$ cat config.mk
export PLATFORM = sky130hd
export DESIGN_NAME = ecal_loader
export DESIGN_NICKNAME = d
export VERILOG_FILES = /design/src/ecal_pkg.sv /design/src/ecal_loader.sv
export VERILOG_INCLUDE_DIRS = /design/src
export SDC_FILE = /design/constraint.sdc
export NUM_CORES = 1
export LEC_CHECK = 0
export ABC_AREA = 1
export BUFFER_PORTS_ARGS = -buffer_cell sky130_fd_sc_hd__buf_2
export CAP_MARGIN = 10
export CELL_PAD_IN_SITES_DETAIL_PLACEMENT = 0
export CELL_PAD_IN_SITES_GLOBAL_PLACEMENT = 2
export CORE_MARGIN = 2
export CORE_UTILIZATION = 32
export CTS_BUF_LIST = sky130_fd_sc_hd__clkbuf_4
export DETAILED_ROUTE_END_ITERATION = 10
export PLACE_DENSITY = 0.9
export SLEW_MARGIN = 25
export SYNTH_ARGS = -nofsm -noshare
export SYNTH_HDL_FRONTEND = slang
export SYNTH_SLANG_ARGS = --single-unit
$ cat constraint.sdc
create_clock -name SYS_CLK -period 3.3 [get_ports SYS_CLK]
set_input_delay 0.33 -clock SYS_CLK [delete_from_list [all_inputs] [get_ports SYS_CLK]]
set_output_delay 0.33 -clock SYS_CLK [all_outputs]
set_load 0.02 [all_outputs]
$ cat src/ecal_regs.svh
// register offsets, field positions, reset values and image addresses
`ifndef ECAL_REGS_SVH
`define ECAL_REGS_SVH
`define ECAL_ADDR_BOOST 8'h10
`define ECAL_ADDR_STCMD 8'h11
`define ECAL_ADDR_CTRL 8'hFF
`define ECAL_STCMD_ATTACH 0
`define ECAL_STCMD_SOFTRST 1
`define ECAL_BOOST_RST 8'h00
`define ECAL_SIGNATURE 8'hA5
`define ECAL_DEF_MAC 48'hFFFFFFFFFFFF
`define ECAL_DEF_FS_POLL 8'h01
`define ECAL_DEF_HS_POLL 8'h04
`define ECAL_DEF_CFG_FLAGS 8'h05
`define ECAL_DEF_MAX_POWER 8'h01
`define ECAL_DEF_VID 16'h1111
`define ECAL_DEF_PID 16'h2222
`define ECAL_EE_SIG 8'h00
`define ECAL_EE_MAC_LAST 8'h06
`define ECAL_EE_ETH_LAST 8'h0A
`define ECAL_EE_VID_LO 8'h20
`define ECAL_EE_HUB_BOOST 8'h2A
`endif

$ cat src/ecal_pkg.sv
// types of the configuration loader
package ecal_pkg;
	typedef enum logic [1:0] {ECAL_LOAD_FULL, ECAL_LOAD_MAC, ECAL_LOAD_ETH} ecal_kind_t;
	typedef enum logic [2:0] {ECAL_IDLE, ECAL_REQ, ECAL_WAIT, ECAL_NEXT, ECAL_DONE} ecal_state_t;
endpackage

$ cat src/ecal_loader.sv
// configuration loader: image fetch, defaults, boost and status registers
`timescale 1ns/1ps
`include "ecal_regs.svh"
module ecal_loader (
	input wire logic SYS_CLK,
	input wire logic RST_N,
	input wire logic POR_N,
	input wire logic USB_RESET,
	input wire logic ETH_RELOAD,
	input wire logic [7:0] REG_ADDR,
	input wire logic [7:0] REG_WDATA,
	input wire logic REG_WR,
	input wire logic REG_RD,
	output logic [7:0] REG_RDATA,
	output logic EE_RD_REQ,
	output logic [7:0] EE_RD_ADDR,
	input wire logic EE_RD_VALID,
	input wire logic [7:0] EE_RD_DATA,
	output logic [47:0] MAC_ADDR,
	output logic [7:0] FS_POLL,
	output logic [7:0] HS_POLL,
	output logic [7:0] CFG_FLAGS,
	output logic [7:0] MAX_POWER,
	output logic [15:0] VENDOR_ID,
	output logic [15:0] PRODUCT_ID,
	output logic [7:0] DOWNSTREAM_DRIVE_BOOST,
	output logic USB_ATTACH,
	output logic LOAD_DONE
);
	import ecal_pkg::*;
	// two-stage synchronisers for pin-level resets
	logic [1:0] sync1_ff, sync2_ff, nxt_sync1, nxt_sync2;
	logic usb_prev_ff, nxt_usb_prev;
	always_comb begin
		nxt_sync1 = {USB_RESET, POR_N};
		nxt_sync2 = sync1_ff;
		nxt_usb_prev = sync2_ff[1];
	end
	always_ff @(posedge SYS_CLK) begin
		sync1_ff <= nxt_sync1;
		sync2_ff <= nxt_sync2;
		usb_prev_ff <= nxt_usb_prev;
	end
	logic hard_rst;
	logic usb_rise;
	assign hard_rst = !RST_N || !sync2_ff[0];
	assign usb_rise = sync2_ff[1] && !usb_prev_ff;

	function automatic logic hit(input logic [7:0] a, input logic [7:0] off);
		hit = (a == off);
	endfunction

	ecal_state_t state_ff, nxt_state;
	ecal_kind_t kind_ff, nxt_kind;
	logic [7:0] addr_ff, nxt_addr;
	logic [7:0] last_ff, nxt_last;
	logic [47:0] mac_ff, nxt_mac;
	logic [7:0] fs_ff, nxt_fs, hs_ff, nxt_hs, flags_ff, nxt_flags, pwr_ff, nxt_pwr;
	logic [15:0] vid_ff, nxt_vid, pid_ff, nxt_pid;
	logic [7:0] boost_ff, nxt_boost;
	logic attach_ff, nxt_attach, attach_wr_ff, nxt_attach_wr;
	logic done_ff, nxt_done, req_ff, nxt_req;
	logic [7:0] rdata_ff, nxt_rdata;
	logic soft_ff, nxt_soft;
	logic wr_ok, soft_go;

	assign wr_ok = REG_WR && !attach_ff;
	assign soft_go = wr_ok && hit(REG_ADDR, `ECAL_ADDR_STCMD) && REG_WDATA[`ECAL_STCMD_SOFTRST];

	always_comb begin
		nxt_state = state_ff;
		nxt_kind = kind_ff;
		nxt_addr = addr_ff;
		nxt_last = last_ff;
		nxt_mac = mac_ff;
		nxt_fs = fs_ff;
		nxt_hs = hs_ff;
		nxt_flags = flags_ff;
		nxt_pwr = pwr_ff;
		nxt_vid = vid_ff;
		nxt_pid = pid_ff;
		nxt_boost = boost_ff;
		nxt_attach = attach_ff;
		nxt_attach_wr = attach_wr_ff;
		nxt_done = done_ff;
		nxt_req = 1'b0;
		nxt_soft = 1'b0;
		nxt_rdata = 8'h00;
		if (REG_RD) begin
			if (hit(REG_ADDR, `ECAL_ADDR_BOOST)) begin
				nxt_rdata = {boost_ff[7:2], 2'b00};
			end else if (hit(REG_ADDR, `ECAL_ADDR_STCMD)) begin
				nxt_rdata = {6'h00, soft_ff, attach_ff};
			end else if (hit(REG_ADDR, `ECAL_ADDR_CTRL)) begin
				nxt_rdata = {7'h00, done_ff};
			end
		end
		if (wr_ok && hit(REG_ADDR, `ECAL_ADDR_BOOST)) begin
			nxt_boost = {REG_WDATA[7:2], 2'b00};
		end
		if (REG_WR && hit(REG_ADDR, `ECAL_ADDR_STCMD) && !attach_wr_ff) begin
			nxt_attach = REG_WDATA[`ECAL_STCMD_ATTACH];
			nxt_attach_wr = 1'b1;
		end
		if (soft_go) begin
			nxt_boost = `ECAL_BOOST_RST;
			// bit shows one cycle, then clears
			nxt_soft = 1'b1;
		end
		unique case (state_ff)
			ECAL_IDLE: begin
				nxt_state = ECAL_IDLE;
			end
			ECAL_REQ: begin
				nxt_req = 1'b1;
				nxt_state = ECAL_WAIT;
			end
			ECAL_WAIT: begin
				if (EE_RD_VALID) begin
					nxt_state = ECAL_NEXT;
					if (addr_ff == `ECAL_EE_SIG) begin
						if (EE_RD_DATA != `ECAL_SIGNATURE) begin
							nxt_state = ECAL_DONE;
						end
					end else if (addr_ff <= `ECAL_EE_MAC_LAST) begin
						nxt_mac = {mac_ff[39:0], EE_RD_DATA};
					end else if (addr_ff == 8'h07) begin
						nxt_fs = EE_RD_DATA;
					end else if (addr_ff == 8'h08) begin
						nxt_hs = EE_RD_DATA;
					end else if (addr_ff == 8'h09) begin
						nxt_flags = EE_RD_DATA;
					end else if (addr_ff == `ECAL_EE_ETH_LAST) begin
						nxt_pwr = EE_RD_DATA;
					end else if (addr_ff == `ECAL_EE_VID_LO) begin
						nxt_vid = {vid_ff[15:8], EE_RD_DATA};
					end else if (addr_ff == 8'h21) begin
						nxt_vid = {EE_RD_DATA, vid_ff[7:0]};
					end else if (addr_ff == 8'h22) begin
						nxt_pid = {pid_ff[15:8], EE_RD_DATA};
					end else if (addr_ff == 8'h23) begin
						nxt_pid = {EE_RD_DATA, pid_ff[7:0]};
					end else if (addr_ff == `ECAL_EE_HUB_BOOST) begin
						nxt_boost = {EE_RD_DATA[7:2], 2'b00};
					end
				end
			end
			ECAL_NEXT: begin
				if (addr_ff == last_ff) begin
					nxt_state = ECAL_DONE;
				end else begin
					if (addr_ff == `ECAL_EE_ETH_LAST && kind_ff == ECAL_LOAD_FULL) begin
						nxt_addr = `ECAL_EE_VID_LO;
					end else if (addr_ff == 8'h23) begin
						nxt_addr = `ECAL_EE_HUB_BOOST;
					end else begin
						nxt_addr = addr_ff + 8'h01;
					end
					nxt_state = ECAL_REQ;
				end
			end
			ECAL_DONE: begin
				nxt_done = 1'b1;
				nxt_state = ECAL_IDLE;
			end
		endcase
		if (usb_rise || ETH_RELOAD || soft_go) begin
			nxt_addr = `ECAL_EE_SIG;
			nxt_done = 1'b0;
			nxt_state = ECAL_REQ;
			if (usb_rise) begin
				nxt_kind = ECAL_LOAD_MAC;
				nxt_last = `ECAL_EE_MAC_LAST;
			end else begin
				nxt_kind = ECAL_LOAD_ETH;
				nxt_last = `ECAL_EE_ETH_LAST;
			end
		end
	end

	always_ff @(posedge SYS_CLK) begin
		if (hard_rst) begin
			mac_ff <= `ECAL_DEF_MAC;
			fs_ff <= `ECAL_DEF_FS_POLL;
			hs_ff <= `ECAL_DEF_HS_POLL;
			flags_ff <= `ECAL_DEF_CFG_FLAGS;
			pwr_ff <= `ECAL_DEF_MAX_POWER;
			vid_ff <= `ECAL_DEF_VID;
			pid_ff <= `ECAL_DEF_PID;
			boost_ff <= `ECAL_BOOST_RST;
			attach_ff <= 1'b1;
			attach_wr_ff <= 1'b0;
			state_ff <= ECAL_REQ;
			kind_ff <= ECAL_LOAD_FULL;
			addr_ff <= `ECAL_EE_SIG;
			last_ff <= `ECAL_EE_HUB_BOOST;
			done_ff <= 1'b0;
			req_ff <= 1'b0;
			soft_ff <= 1'b0;
			rdata_ff <= 8'h00;
		end else begin
			mac_ff <= nxt_mac;
			fs_ff <= nxt_fs;
			hs_ff <= nxt_hs;
			flags_ff <= nxt_flags;
			pwr_ff <= nxt_pwr;
			vid_ff <= nxt_vid;
			pid_ff <= nxt_pid;
			boost_ff <= nxt_boost;
			attach_ff <= nxt_attach;
			attach_wr_ff <= nxt_attach_wr;
			state_ff <= nxt_state;
			kind_ff <= nxt_kind;
			addr_ff <= nxt_addr;
			last_ff <= nxt_last;
			done_ff <= nxt_done;
			req_ff <= nxt_req;
			soft_ff <= nxt_soft;
			rdata_ff <= nxt_rdata;
		end
	end

	assign REG_RDATA = rdata_ff;
	assign EE_RD_REQ = req_ff;
	assign EE_RD_ADDR = addr_ff;
	assign MAC_ADDR = mac_ff;
	assign FS_POLL = fs_ff;
	assign HS_POLL = hs_ff;
	assign CFG_FLAGS = flags_ff;
	assign MAX_POWER = pwr_ff;
	assign VENDOR_ID = vid_ff;
	assign PRODUCT_ID = pid_ff;
	assign DOWNSTREAM_DRIVE_BOOST = boost_ff;
	// attach signalled while bit is one
	assign USB_ATTACH = attach_ff;
	assign LOAD_DONE = done_ff;
endmodule

## Word level (Yosys, flattened, before mapping)

Index checks and enable logic that the tools add are counted.

| word-level totals | value |
|---|---|
| logic and storage cells | 120 |
| output and inout port bits | 139 |
| input port bits | 32 |
| register bits | 159 |

| cells by class | value |
|---|---|
| multiplexer cells | 31 |
| equality and inequality tests | 19 |
| add/sub/neg operators | 1 |
| reductions and logical operators | 33 |
| bitwise gates (word level) | 11 |
| $lt $le $gt $ge | 1 |

Operators with widths:

| operator | count |
|---|---|
| $mux 8 | 20 |
| $eq 8x6->1 const B | 5 |
| $eq 8x4->1 const B | 3 |
| $eq 8x5->1 const B | 2 |
| $mux 3 | 4 |
| $pmux 3 s4 | 1 |
| $reduce_and 12->1 | 1 |
| $not 1->1 | 11 |
| $reduce_and 11->1 | 1 |
| $reduce_and 10->1 | 1 |
| $reduce_and 9->1 | 1 |
| $add 8x1->8 const B | 1 |
| $eq 8x3->1 const B | 1 |
| $eq 8x8->1 | 1 |
| $eq 8x8->1 const B | 1 |
| $le 8x3->1 const B | 1 |
| $logic_and 1x1->1 | 8 |
| $logic_not 8->1 | 1 |
| $ne 8x8->1 const B | 1 |
| $reduce_and 8->1 | 1 |
| $reduce_and 7->1 | 1 |
| $eq 3x2->1 const B | 2 |
| $reduce_and 6->1 | 1 |
| $reduce_or 2->1 | 3 |
| other kinds (14) | 23 |

## Longest topological paths before layout

Gate-level depths: netlist of the first run.

| depth | value |
|---|---|
| word-level depth | 18 |
| gate-level depth with buffers | 12 |
| mapped depth without buffers | 11 |

## Worst setup path after synthesis of the first run

Ideal clock, no wire load.

| timing path | value |
|---|---|
| kind | register to register |
| from | reg addr_ff[0] (netlist: EE_RD_ADDR[0]) |
| to | reg pwr_ff[1] (netlist: MAX_POWER[1]) |
| required time | 3.187 ns |
| setup time | 0.113 ns |
| stages on the path, launching flop included | 12 |
| setup slack | 1.474 ns |
| path buffers | 1 |
| data arrival time | 1.713 ns |
| path through | dfxtp_1 -> inv_1 -> ha_1 -> inv_1 -> nand3_1 -> nand3_2 -> clkinv_2 -> nor2_4 -> nand2_2 -> buf_6 -> nor2_1 -> nor2_1 |

| between the ends | value |
|---|---|
| word-level cells in the longest chain between the ends | 3 |

Ends and longest elaborated chain:

| element | line | text |
|---|---|---|
| start: declaration | ecal_loader.sv:55 | `logic [7:0] addr_ff, nxt_addr;` |
| start signal: assignment | ecal_loader.sv:195 | `` addr_ff <= `ECAL_EE_SIG; `` |
| start signal: assignment | ecal_loader.sv:214 | `addr_ff <= nxt_addr;` |
| $le 8x3->1 (no line) (tied with other cells) | n/a |  |
| $not 1->1 (no line) | n/a |  |
| $reduce_and 8->1 (no line) (*) | n/a |  |
| end signal: assignment | ecal_loader.sv:187 | `` pwr_ff <= `ECAL_DEF_MAX_POWER; `` |
| end signal: assignment | ecal_loader.sv:206 | `pwr_ff <= nxt_pwr;` |
| end: declaration | ecal_loader.sv:58 | `logic [7:0] fs_ff, nxt_fs, hs_ff, nxt_hs, flags_ff, nxt_flags, pwr_ff, nxt_pwr;` |

Mark *: on every way between the ends. The rest lies on a longest branch, timed or not.
A chain may end at the register's enable or synchronous reset.

## Worst setup path after layout of the first run

| timing path | value |
|---|---|
| from | reg addr_ff[0] (netlist: EE_RD_ADDR[0]) |
| to | reg mac_ff[1] (netlist: MAC_ADDR[1]) |

| between the ends | value |
|---|---|
| word-level cells in the longest chain between the ends | 3 |

Ends and longest elaborated chain:

| element | line | text |
|---|---|---|
| parallel branches: the longest is 2 deep, another holds $le 8x3->1 | n/a |  |
| $reduce_and 4->1 (no line) (*) | n/a |  |
| end signal: assignment | ecal_loader.sv:183 | `` mac_ff <= `ECAL_DEF_MAC; `` |
| end signal: assignment | ecal_loader.sv:202 | `mac_ff <= nxt_mac;` |
| end: declaration | ecal_loader.sv:57 | `logic [47:0] mac_ff, nxt_mac;` |

Every way passes the cells marked *.

==> summary.md, run 1 <==
| Metric | Value |
|---|---|
| Count of final max-slew check failures | `0` |
| DR vias | `5908` |
| Gate power share | `3.5%` |
| Relative max-transition margin | `58.5%` |
| CP max stage delay | `0.49 ns` |
| Top_reg_cell synth | `dfxtp_1` |
| Final wirelength | `18.5 mm` |
| H-tree levels | `4` |
| Synthesized cell area | `6400 um2` |
| Count leader, synth | `nand2_1` |
| Sw frac | `26.6%` |
| Worst path cell trace | `inv_1 -> ha_1 -> inv_1 -> nand3_1 -> nand3_2 -> clkinv_2 -> nand2_2 -> buf_4 -> nand2_1 -> o211ai_1` |
| TritonCTS clock tree | `built` |
| Worst hold margin | `0.0800 ns` |
| Setup TNS Final | `0 ns` |
| Die Span Y | `145 um` |
| DR vias/cell | `4.60` |
| Vias in the first global route | `5311` |
| CTS root buf | `clkbuf_4` |
| PD cells | `417 nW/um2` |
| Slowest-stage cell, CP | `dfxtp_1` |
| Average routed wire per standard cell | `14.4 um` |
| GR Overflow Total | `0` |
| Hold crit path type | `in2reg` |
| First-pass GRT wire length | `29.2 mm` |
| Max Cap Viol | `0` |
| Synthesized area per cell | `7.54 um2` |
| Antenna violations before repair | `1` |
| Bufs and invs on worst path | `4` |
| Number of synthesized register bits | `153` |
| Pin count of the biggest net entering global routing | `83` |
| Gp weighted congestion | `0.848` |
| Warnings, synthesis | `0` |
| Post-Syn Nets | `885` |
| CP startpoint kind | `flop` |
| EDFF count, synth | `0` |
| FP Rows | `51` |
| Critical Path Sink Type | `flop` |
| DR WL met2 | `7.96 mm` |
| CTS buffer count | `17` |
| Sequential element share of the synthesized area | `47.8%` |
| WS Path Type | `reg2reg` |
| Initial DRC Count | `375` |
| R2r setup slk | `1.13 ns` |
| Synth Area in XOR/XNOR | `0.410%` |
| Minimum clock period | `2.17 ns` |
| Core area | `19500 um2` |
| Sink Count | `153` |
| Async S/R FF share, synth | `0%` |
| All-Layer GR Usage | `17.3%` |
| Status | `complete, no violations` |
| List of most frequent post-synthesis cells | `nand2_1 (186), dfxtp_1 (153), nand3_1 (144)` |
| Post-CTS setup buffer count | `0` |
| Maximum vdd drop | `0.174 mV` |
| Boundary Pins | `171` |
| Worst-margin pin slew | `0.617 ns` |
| Post-CTS sizing | `0` |
| Synth top area share | `47.8%` |
| Crit path DAT | `2.66 ns` |
| Highest routed layer | `met4` |
| Setup repair after global routing missed its margin | `no` |
| Final period util | `65.8%` |
| CTS clk-pin slew, worst paths | `0.15 ns` |
| Flop pwr share | `57.6%` |
| Critical Path RT | `3.78 ns` |
| Most common cell on crit path | `inv_1` |
| Clock network power share | `38.9%` |
| Leading area contributor after synthesis | `dfxtp_1` |
| Compound-cell area share of the yosys netlist | `6.49%` |
| IO Port Bufs | `170` |
| Clock Tree Buf Depth | `2` |
| Die width | `145 um` |
| Cell area after layout | `7740 um2` |
| Endpoints failing setup | `0` |
| CP Max Fanout | `50` |
| Yosys cell types | `36` |
| Die area | `21200 um2` |
| Area Overhead vs Synth | `20.8%` |
| Drt pass-1 iters | `5` |
| Placement Cell Area | `7400 um2` |
| Switching power | `0.000859 W` |
| Largest family of logic cells by synthesized area | `simple AND/OR/NAND/NOR gates` |
| Post-synthesis cell count | `849` |
| HPWL Detailed | `13.0 mm` |
| Post-Synth Simple-Gate Area | `35.7%` |
| Worst-skew pair later-pin latency | `0.56 ns` |
| Initial cell density of the core | `32.8%` |
| Maximum clock frequency | `0.461 GHz` |
| Remaining antenna violation count | `0` |
| Share of cells above drive strength 1 | `24.6%` |
| Final Hold Fails | `0` |
| Int Power | `0.00237 W` |
| Post-Route M1 WL | `8.95 mm` |
| Leakage | `3.81 nW` |
| Top delay family on crit path | `buffers and inverters` |
| Met3 wire length | `1.35 mm` |
| DRC viols | `0` |
| Synth area leaders | `dfxtp_1 (48%), nand3_1 (11%), nand2_1 (11%)` |
| Post-synthesis adder-cell area fraction | `0.781%` |
| Multiplexer area fraction after synthesis | `0%` |
| Clk_skew | `0.0196 ns` |
| Layout Nets | `1042` |
==> final cells by class <==
| type | count | area [um2] |
|---|---|---|
| fillers | 2149 | 11800 |
| well taps | 265 | 332 |
| flip-flops and latches | 153 | 3060 |
| diodes | 1 | 2.50 |
| multi-input cells | 572 | 2780 |
| repair buffers | 178 | 931 |
| clock buffers | 17 | 128 |
| inverters | 84 | 323 |
| clock inverters | 15 | 180 |
==> final timing paths <==
| kind | startpoint | to | cells past startpoint |
|---|---|---|---|
| setup reg to reg | EE_RD_ADDR[0]$_SDFFE_PP0P_ | MAC_ADDR[1]$_SDFFE_PP1P_ | 10 |
| setup / recovery | EE_RD_ADDR[0]$_SDFFE_PP0P_ | MAC_ADDR[1]$_SDFFE_PP1P_ | 10 |
| hold reg to reg | nxt_sync2[1]$_DFF_P_ | sync2_ff[1]$_DFF_P_ | 0 |
| hold / removal | REG_WR | attach_wr_ff$_SDFFE_PP0P_ | 3 |
==> cell families (layout without fill, tap and decap cells) <==
group / Yosys count / in the layout
XOR/XNOR: 3 / 3
buffers and inverters: 124 / 294
flip-flops: 153 / 153
AO/OA/AOI/OAI: 76 / 76
other: 0 / 1
AND/OR/NAND/NOR: 489 / 489
adder cells (fa/ha/maj): 4 / 4
==> registers in the layout (all words and copies together) (netlist names), 2 cells and up <==
name                    cells
state_ff                    3
nxt_sync2                   2
MAC_ADDR                   48
REG_RDATA                   8
CFG_FLAGS                   8
kind_ff                     2
PRODUCT_ID                 16
VENDOR_ID                  16
sync2_ff                    2
last_ff                     2
FS_POLL                     8
MAX_POWER                   8
DOWNSTREAM_DRIVE_BOOST      8
EE_RD_ADDR                  8
HS_POLL                     8
==> power by group through the flow <==
stage | clock [W] | sequential (W) | combinational (W)
finish | 0.00126 | 0.00186 | 0.000114
global route | 0.00140 | 0.00186 | 0.000125
CTS | 0.00131 | 0.00186 | 0.000114
detailed placement | 0 | 0.00190 | 0.000111
global placement | 0 | 0.00190 | 0.000112
floorplan | 0 | 0.00190 | 0.0000527
==> layout by cell type (no fill, tap or decap), types with 4 or more instances in the layout <==
cell type / n
inv_2: 7
clkbuf_4: 17
nor2_2: 5
o21ai_1: 4
inv_8: 5
nor2_4: 7
buf_4: 4
nand2_1: 186
a21oi_1: 35
nand2_2: 8
nor2_1: 107
inv_1: 73
nor3_1: 4
nand4_1: 7
o21ai_0: 22
dfxtp_1: 153
nand3_1: 144
o211ai_1: 13
ha_1: 4
buf_2: 170
inv_6: 4
nand3b_1: 5
==> routing by layer <==
metal / track usage, % / vias to the layer above
met1: 24.2 / 2671
met5: 0 / -
li1: - / 3055
met4: 4.61 / 0
met3: 6.11 / 14
met2: 25.2 / 168
==> per-stage QoR <==
| step | util (%) | power, W | setup slack, ns | cells |
|---|---|---|---|---|
| 2_1_floorplan | - | 0.00195 | 1.47 | 849 |
| 3_3_place_gp | 37.9 | 0.00201 | 1.24 | 1249 |
| 3_5_place_dp | 37.9 | 0.00201 | 1.15 | 1249 |
| 4_1_cts | 39.6 | 0.00329 | 1.12 | 1284 |
| 5_1_grt | 39.6 | 0.00338 | 0.880 | 1285 |
| 6_report | 39.6 | 0.00323 | 1.13 | 1285 |
==> worst min-delay path: stages <==
cell	delay [ns]
buf_2	0.11
nand3_1	0.10
a21oi_1	0.06
==> what timing repair did <==
action                                  CTS  global route
endpoints found under the hold margin     3             0
endpoints found under the setup margin    0             0
hold buffers                              3             0
Note: power is estimated with default switching activity, not from simulation.
==> inputs of run 2 (changes only) <==
--- a/config.mk
+++ b/config.mk
@@ -6,16 +6,16 @@
 export SDC_FILE = /design/constraint.sdc
 export NUM_CORES = 1
 export LEC_CHECK = 0
-export ABC_AREA = 1
+export ABC_AREA = 0
 export BUFFER_PORTS_ARGS = -buffer_cell sky130_fd_sc_hd__buf_2
 export CAP_MARGIN = 10
 export CELL_PAD_IN_SITES_DETAIL_PLACEMENT = 0
 export CELL_PAD_IN_SITES_GLOBAL_PLACEMENT = 2
 export CORE_MARGIN = 2
-export CORE_UTILIZATION = 32
+export CORE_UTILIZATION = 31
 export CTS_BUF_LIST = sky130_fd_sc_hd__clkbuf_4
 export DETAILED_ROUTE_END_ITERATION = 10
-export PLACE_DENSITY = 0.9
+export PLACE_DENSITY = 0.85
 export SLEW_MARGIN = 25
 export SYNTH_ARGS = -nofsm -noshare
 export SYNTH_HDL_FRONTEND = slang
==> constraint.sdc (replaced) <==
create_clock -name SYS_CLK -period 2.2 [get_ports SYS_CLK]
set_input_delay 0.22 -clock SYS_CLK [delete_from_list [all_inputs] [get_ports SYS_CLK]]
set_output_delay 0.22 -clock SYS_CLK [all_outputs]
set_load 0.02 [all_outputs]
==> summary.md, run 2 <==
| Metric | Value |
|---|---|
| Status | `complete, no violations` |
| Antenna violations before repair | `1 (unchanged)` |
| Initial DRC Count | `446 (+19%)` |
| Reg-to-reg startpoint | `EE_RD_ADDR[4]$_SDFFE_PP0P_` |
| Maximum clock frequency | `0.495 GHz (+7.5%)` |
| Die area | `20800 um2 (-1.7%)` |
| GR Overflow Total | `0 (unchanged)` |
| Boundary Pins | `171 (unchanged)` |
| Crit path DAT | `2.50 ns (-0.16 ns)` |
| Top delay family on crit path | `simple AND/OR/NAND/NOR gates` |
| First-pass GRT wire length | `31.0 mm (+6.1%)` |
| Post-CTS setup buffer count | `0 (unchanged)` |
| CP max stage delay | `0.64 ns (+0.15 ns)` |
| Die width | `144 um (-0.84%)` |
| CP Max Fanout | `48 (-4.0%)` |
| Final wirelength | `19.8 mm (+7.5%)` |
| Clk_skew | `0.0327 ns (+0.0131 ns)` |
| IO Port Bufs | `170 (unchanged)` |
| Max Cap Viol | `0 (unchanged)` |
| Pin count of the biggest net entering global routing | `65 (-22%)` |
| Vias in the first global route | `5580 (+5.1%)` |
| Setup TNS Final | `0 ns (unchanged)` |
| Final Hold Fails | `0 (unchanged)` |
| Number of synthesized register bits | `153 (unchanged)` |
| PD cells | `599 nW/um2 (+44%)` |
| Endpoints failing setup | `0 (unchanged)` |
| FP Rows | `51 (unchanged)` |
| Warnings, synthesis | `0 (unchanged)` |
| Synthesized area per cell | `8.74 um2 (+16%)` |
| Leakage | `3.02 nW (-21%)` |
| CP startpoint kind | `flop` |
| Sequential element share of the synthesized area | `50.2% (+2.4 points)` |
| DR vias/cell | `5.05 (+9.7%)` |
| Yosys cell types | `53 (+47%)` |
| TritonCTS clock tree | `built` |
| Count of final max-slew check failures | `0 (unchanged)` |
| Post-synthesis cell count | `698 (-18%)` |
| Hold Path End | `USB_ATTACH$_SDFFE_PP1P_` |
| Worst Reg-to-Reg Cells | `5 (-5)` |
| DRC viols | `0 (unchanged)` |
| DR vias | `5883 (-0.42%)` |
| Hold depth | `4 (+1)` |
| Post-Syn Nets | `734 (-17%)` |
| Top_reg_cell synth | `dfxtp_1` |
| Final period util | `91.8% (+26 points)` |
| List of most frequent post-synthesis cells | `dfxtp_1 (153), nand3_1 (148), o21ai_0 (96)` |
| All-Layer GR Usage | `19.2% (+2.0 points)` |
| Synth area leaders | `dfxtp_1 (50%), nand3_1 (12%), o21ai_0 (7.9%)` |
| Maximum vdd drop | `0.280 mV (+61%)` |
| EDFF count, synth | `0 (unchanged)` |
| Gp weighted congestion | `0.818 (-3.6%)` |
| R2r setup slk | `0.18 ns (-0.95 ns)` |
| Layout Nets | `923 (-11%)` |
| Cell area after layout | `7960 um2 (+2.9%)` |
| Leading area contributor after synthesis | `dfxtp_1` |
| Relative max-transition margin | `59.1% (+0.58 points)` |
| Remaining antenna violation count | `0 (unchanged)` |
| Count leader, synth | `dfxtp_1` |
| Largest register FFs | `48 (unchanged)` |
| Critical Path RT | `2.68 ns (-1.10 ns)` |
| Async S/R FF share, synth | `0% (unchanged)` |
| Drt pass-1 iters | `5 (unchanged)` |
| Bufs and invs on worst path | `1 (-3)` |
| CTS clk-pin slew, worst paths | `0.16 ns (about the same)` |
| Average routed wire per standard cell | `17.0 um (+18%)` |
| Commonest non-fill, non-tap cell in the layout | `buf_2` |
| Worst-skew pair later-pin latency | `0.60 ns (+0.04 ns)` |
| Worst reg2reg endpoint | `MAC_ADDR[29]$_SDFFE_PP1P_` |
| Critical Path Sink Type | `flop` |
| Worst path cell trace | `or4_1 -> or3_1 -> buf_12 -> o21ai_0 -> nand3_1` |
| WS Path Type | `reg2reg` |
| CTS buffer count | `17 (unchanged)` |
| Share of cells above drive strength 1 | `29.4% (+4.8 points)` |
| H-tree levels | `4 (unchanged)` |
| Initial cell density of the core | `31.4% (-1.4 points)` |
| HPWL Detailed | `13.0 mm (-0.21%)` |
| Commonest cells after routing, fill and taps aside | `buf_2 (171), dfxtp_1 (150), nand3_1 (148), o21ai_0 (96), a21oi_1 (42)` |
| Synth top area share | `50.2% (+2.4 points)` |
| Placement Cell Area | `7450 um2 (+0.76%)` |
| Synthesized cell area | `6100 um2 (-4.8%)` |
| Area Overhead vs Synth | `30.5%` |
| Die Span Y | `144 um (-0.84%)` |
| Core area | `19400 um2 (-0.65%)` |
| Hold crit path type | `in2reg` |
| HP Start | `REG_WR` |
| Worst-margin pin slew | `0.605 ns (-0.0115 ns)` |
| CTS root buf | `clkbuf_4` |
| Minimum clock period | `2.02 ns (-0.152 ns)` |
| Slowest-stage cell, CP | `or4_1` |
| Clock Tree Buf Depth | `2 (unchanged)` |
| Setup repair after global routing missed its margin | `no` |
| Sink Count | `153 (unchanged)` |
==> run 2: cell count changes after synthesis, sizes merged, moves of 7 or more <==
cell	before	now
clkbuf	13	49
inv	83	14
a21oi	35	42
buf	27	13
o21ai	26	98
nor2	122	31
mux2i	0	30
and2	0	10
o211ai	13	1
nand2	197	20
==> run 2: layer usage <==
metal  part of all wire (%)  global-route usage, %  routed length (um)  up-vias
met5                      0                      0                   0        -
met4                    1.3                   5.62                 253        0
met3                    7.2                   5.93                1440       17
met2                     45                   29.8                9020      179
met1                     46                   25.8                9130     2801
li1                       -                      -                   -     2886
==> run 2: timing repair <==
action | in CTS | in global routing
endpoints found under the setup margin | 0 | 3
endpoints found under the hold margin | 24 | 0
gates resized for setup | 0 | 5
hold buffers | 18 | 0
==> run 2: logic make-up (layout without fill, tap and decap cells) <==
group	Yosys count	after routing	synth area share, %
DFF	153	153	50.2
buffers and inverters	76	278	4.92
adders and majority gates	4	4	0.821
other	0	1	0
xor gates and xnor gates	5	5	0.718
muxes	31	31	5.11
AOI/OAI and AO/OA	155	155	13.6
and+or+nand+nor	274	274	24.6
==> run 2: power breakdown <==
group          internal (W)  switching [W]
sequential          0.00278     0.00000692
combinational     0.0000747       0.000124
clock              0.000536        0.00125
total               0.00339        0.00138
==> run 2: final cells by class <==
class / instances / area, um2
sequential: 153 / 3070
antenna: 1 / 2.50
inverter: 14 / 52.6
tap: 265 / 332
timing repair buffer: 232 / 1430
clock buffer: 17 / 128
fill: 2068 / 11400
clock inverter: 15 / 174
multi-input combinational: 469 / 2770
==> run 2: worst max-delay path by stage <==
| stage | start | to | cells past startpoint |
|---|---|---|---|
| final | EE_RD_ADDR[4]$_SDFFE_PP0P_ | MAC_ADDR[29]$_SDFFE_PP1P_ | 5 |
| after global routing | EE_RD_ADDR[4]$_SDFFE_PP0P_ | MAC_ADDR[0]$_SDFFE_PP1P_ | 5 |
| after CTS | EE_RD_ADDR[0]$_SDFFE_PP0P_ | state_ff[2]$_SDFFE_PP0P_ | 6 |
| after detailed placement | EE_RD_ADDR[0]$_SDFFE_PP0P_ | state_ff[2]$_SDFFE_PP0P_ | 6 |
| after global placement | EE_RD_ADDR[0]$_SDFFE_PP0P_ | state_ff[2]$_SDFFE_PP0P_ | 6 |
| after floorplan | EE_RD_ADDR[0]$_SDFFE_PP0P_ | state_ff[2]$_SDFFE_PP0P_ | 6 |
==> run 2: metrics by stage <==
stage / instances / hold WS, ns / util [%] / setup WS, ns / total power, W
floorplan: 698 / 0.248 / - / 0.000685 / 0.00293
CTS: 1164 / 0.00920 / 40.9 / 0.0374 / 0.00484
global placement: 1114 / 0.314 / 38.4 / 0.123 / 0.00303
detailed placement: 1114 / 0.314 / 38.4 / 0.0901 / 0.00302
finish: 1166 / 0.0515 / 41.0 / 0.181 / 0.00477
global route: 1166 / 0.0461 / 41.0 / 0.0435 / 0.00499
==> run 2: worst reg2reg max path: stages, from the launching register on <==
cell and delay, ns:
dfxtp_1 0.38, or4_1 0.64, or3_1 0.41, buf_12 0.20
o21ai_0 0.22, nand3_1 0.09
==> inputs of run 3 (changes only) <==
--- a/config.mk
+++ b/config.mk
@@ -12,10 +12,10 @@
 export CELL_PAD_IN_SITES_DETAIL_PLACEMENT = 0
 export CELL_PAD_IN_SITES_GLOBAL_PLACEMENT = 2
 export CORE_MARGIN = 2
-export CORE_UTILIZATION = 31
+export CORE_UTILIZATION = 34
 export CTS_BUF_LIST = sky130_fd_sc_hd__clkbuf_4
 export DETAILED_ROUTE_END_ITERATION = 10
-export PLACE_DENSITY = 0.85
+export PLACE_DENSITY = 0.92
 export SLEW_MARGIN = 25
 export SYNTH_ARGS = -nofsm -noshare
 export SYNTH_HDL_FRONTEND = slang
==> constraint.sdc (replaced) <==
create_clock -name SYS_CLK -period 2.5 [get_ports SYS_CLK]
set_input_delay 0.25 -clock SYS_CLK [delete_from_list [all_inputs] [get_ports SYS_CLK]]
set_output_delay 0.25 -clock SYS_CLK [all_outputs]
set_load 0.02 [all_outputs]
==> summary.md, run 3 (synthesis gave the netlist of run 2 again) <==
| Metric | Value |
|---|---|
| Status | `complete, no violations` |
| Antenna violations before repair | `1 (unchanged)` |
| Final Hold Fails | `0 (unchanged)` |
| Final period util | `91.9% (about the same)` |
| CTS root buf | `clkbuf_4` |
| Die area | `19000 um2 (-8.6%)` |
| Commonest cells after routing, fill and taps aside | `buf_2 (170), dfxtp_1 (153), nand3_1 (148), o21ai_0 (96), a21oi_1 (42)` |
| Pin count of the biggest net entering global routing | `58 (-11%)` |
| Leakage | `2.86 nW (-5.1%)` |
| Layout Nets | `900 (-2.5%)` |
| First-pass GRT wire length | `29.4 mm (-5.2%)` |
| Post-CTS sizing | `0 (unchanged)` |
| Largest register FFs | `48 (unchanged)` |
| Initial DRC Count | `500 (+12%)` |
| Worst-margin pin slew | `0.703 ns (+0.0983 ns)` |
| CP Max Fanout | `7 (-85%)` |
| Endpoints failing setup | `0 (unchanged)` |
| Relative max-transition margin | `53.0% (-6.0 points)` |
| Initial cell density of the core | `35.0% (+3.6 points)` |
| Worst reg2reg endpoint | `state_ff[2]$_SDFFE_PP0P_` |
| DR vias | `5790 (-1.6%)` |
| Flop pwr share | `59.4% (+1.0 points)` |
| Gp weighted congestion | `0.896 (+9.6%)` |
| Worst Reg-to-Reg Cells | `6 (+1)` |
| Gate power share | `3.8% (-0.4 points)` |
| Maximum clock frequency | `0.435 GHz (-12%)` |
| Crit path from | `EE_RD_ADDR[0]$_SDFFE_PP0P_` |
| Critical Path Sink Type | `flop` |
| Commonest non-fill, non-tap cell in the layout | `buf_2` |
| Final wirelength | `19.0 mm (-4.0%)` |
| Remaining antenna violation count | `0 (unchanged)` |
| Sink Count | `153 (unchanged)` |
| Fin cells | `1103 (-5.4%)` |
| Hold crit path type | `in2reg` |
| FP Rows | `48 (-5.9%)` |
| Die Span Y | `138 um (-4.4%)` |
| Int Power | `0.00309 W (-8.9%)` |
| Die width | `138 um (-4.4%)` |
| Max Cap Viol | `0 (unchanged)` |
| Worst-skew pair later-pin latency | `0.56 ns (-0.04 ns)` |
| CP startpoint kind | `flop` |
| Setup repair after global routing missed its margin | `no` |
| Crit path DAT | `2.76 ns (+0.26 ns)` |
| Vias in the first global route | `5273 (-5.5%)` |
| TritonCTS clock tree | `built` |
| Setup TNS Final | `0 ns (unchanged)` |
| GR Overflow Total | `0 (unchanged)` |
| Drt pass-1 iters | `5 (unchanged)` |
| Sw frac | `25.1% (-3.8 points)` |
| CTS clk-pin slew, worst paths | `0.13 ns (-0.03 ns)` |
| Average routed wire per standard cell | `17.3 um (+1.4%)` |
| CTS buffer count | `17 (unchanged)` |
| Share of cells above drive strength 1 | `27.4% (-2.1 points)` |
| Reg-to-reg startpoint | `EE_RD_ADDR[0]$_SDFFE_PP0P_` |
| Dpl cells | `1059 (-4.9%)` |
| Clock network power share | `36.8% (-0.6 points)` |
| DR vias/cell | `5.25 (+4.0%)` |
| Area Overhead vs Synth | `24.8%` |
| Boundary Pins | `171 (unchanged)` |
| Maximum vdd drop | `0.250 mV (-11%)` |
| Critical Path RT | `2.96 ns (+0.28 ns)` |
| FILL cells | `1827 (-12%)` |
| PD cells | `543 nW/um2 (-9.5%)` |
| HPWL Detailed | `12.5 mm (-3.5%)` |
| Switching power | `0.00104 W (-25%)` |
| WS Path Type | `reg2reg` |
| Clock Tree Buf Depth | `2 (unchanged)` |
| DRC viols | `0 (unchanged)` |
| Core area | `17400 um2 (-10%)` |
| Minimum clock period | `2.30 ns (+0.277 ns)` |
| Clk_skew | `0.0195 ns (-0.0131 ns)` |
| IO Port Bufs | `170 (unchanged)` |
| Count of final max-slew check failures | `0 (unchanged)` |
| R2r setup slk | `0.20 ns (+0.02 ns)` |
| Final core utilization | `43.7% (+2.7 points)` |
| H-tree levels | `4 (unchanged)` |
| All-Layer GR Usage | `20.0% (+0.79 points)` |
| CP Capture Point | `state_ff[2]$_SDFFE_PP0P_` |
## run 3: changes by cell type in the layout (fill, tap and decap cells not counted), sizes merged
cell / before / now
buf: 214 / 198
bufinv: 0 / 2
dlygate4sd3: 18 / 11
inv: 22 / 17
clkinv: 7 / 9
clkinvlp: 0 / 1
## run 3: power by group through the flow
| stage | clock (W) | sequential (W) | combinational (W) |
|---|---|---|---|
| final | 0.00152 | 0.00245 | 0.000155 |
| after global routing | 0.00168 | 0.00246 | 0.000167 |
| after CTS | 0.00159 | 0.00245 | 0.000156 |
| after detailed placement | 0 | 0.00251 | 0.000141 |
| after global placement | 0 | 0.00251 | 0.000142 |
| after floorplan | 0 | 0.00251 | 0.0000716 |
## run 3: layout make-up
cell class	count	area (um2)	area share, %
Antenna cell	1	2.50	0.0329
Clock buffer	17	128	1.68
Clock inverter	15	150	1.97
Inverter	14	52.6	0.690
Multi-Input combinational cell	469	2750	36.1
Sequential cell	153	3060	40.2
Tap cell	225	282	3.70
Timing Repair Buffer	209	1180	15.6
## run 3: routing by layer
layer	GRT usage, %	up-vias	part of all wire [%]	wire (um)
met5	0	-	0	0
met3	6.07	16	7.3	1390
met2	29.4	175	45	8500
met4	6.18	0	1.2	225
li1	-	2840	-	-
met1	28.2	2759	47	8920
## run 3: critical path, stage by stage, from the launching register on
cell     delay (ns)
dfxtp_1        0.39
inv_1          0.12
ha_1           0.17
or4b_4         0.49
or4_1          0.53
mux2_2         0.28
nor4b_2        0.23
## run 3: worst min path at each step
stage                               startpoint                   endpoint  slack (ns)  depth (start not counted)
after detailed placement  nxt_sync2[0]$_DFF_P_        sync2_ff[0]$_DFF_P_        0.32                          0
after CTS                         REG_WDATA[0]    USB_ATTACH$_SDFFE_PP1P_       0.004                          3
final                             REG_WDATA[0]    USB_ATTACH$_SDFFE_PP1P_        0.06                          3
after global placement    nxt_sync2[1]$_DFF_P_        sync2_ff[1]$_DFF_P_        0.31                          0
after global routing             EE_RD_DATA[3]  CFG_FLAGS[3]$_SDFFE_PP0P_        0.05                          3
after floorplan                          POR_N       nxt_sync2[0]$_DFF_P_        0.28                          0
## run 3: what timing repair did
item	CTS	global route
endpoints found under the hold margin	12	0
hold buffers	11	0
setup buffers	0	0
## run 3: metrics by stage
step / power [W] / instance area [um2] / hold WS (ns) / worst slack (ns)
floorplan: 0.00258 / 6100 / 0.278 / 0.157
global placement: 0.00265 / 7220 / 0.313 / 0.289
detailed placement: 0.00265 / 7220 / 0.315 / 0.250
CTS: 0.00420 / 7610 / 0.00435 / 0.203
global route: 0.00430 / 7610 / 0.0482 / 0.0949
finish: 0.00413 / 7610 / 0.0643 / 0.203
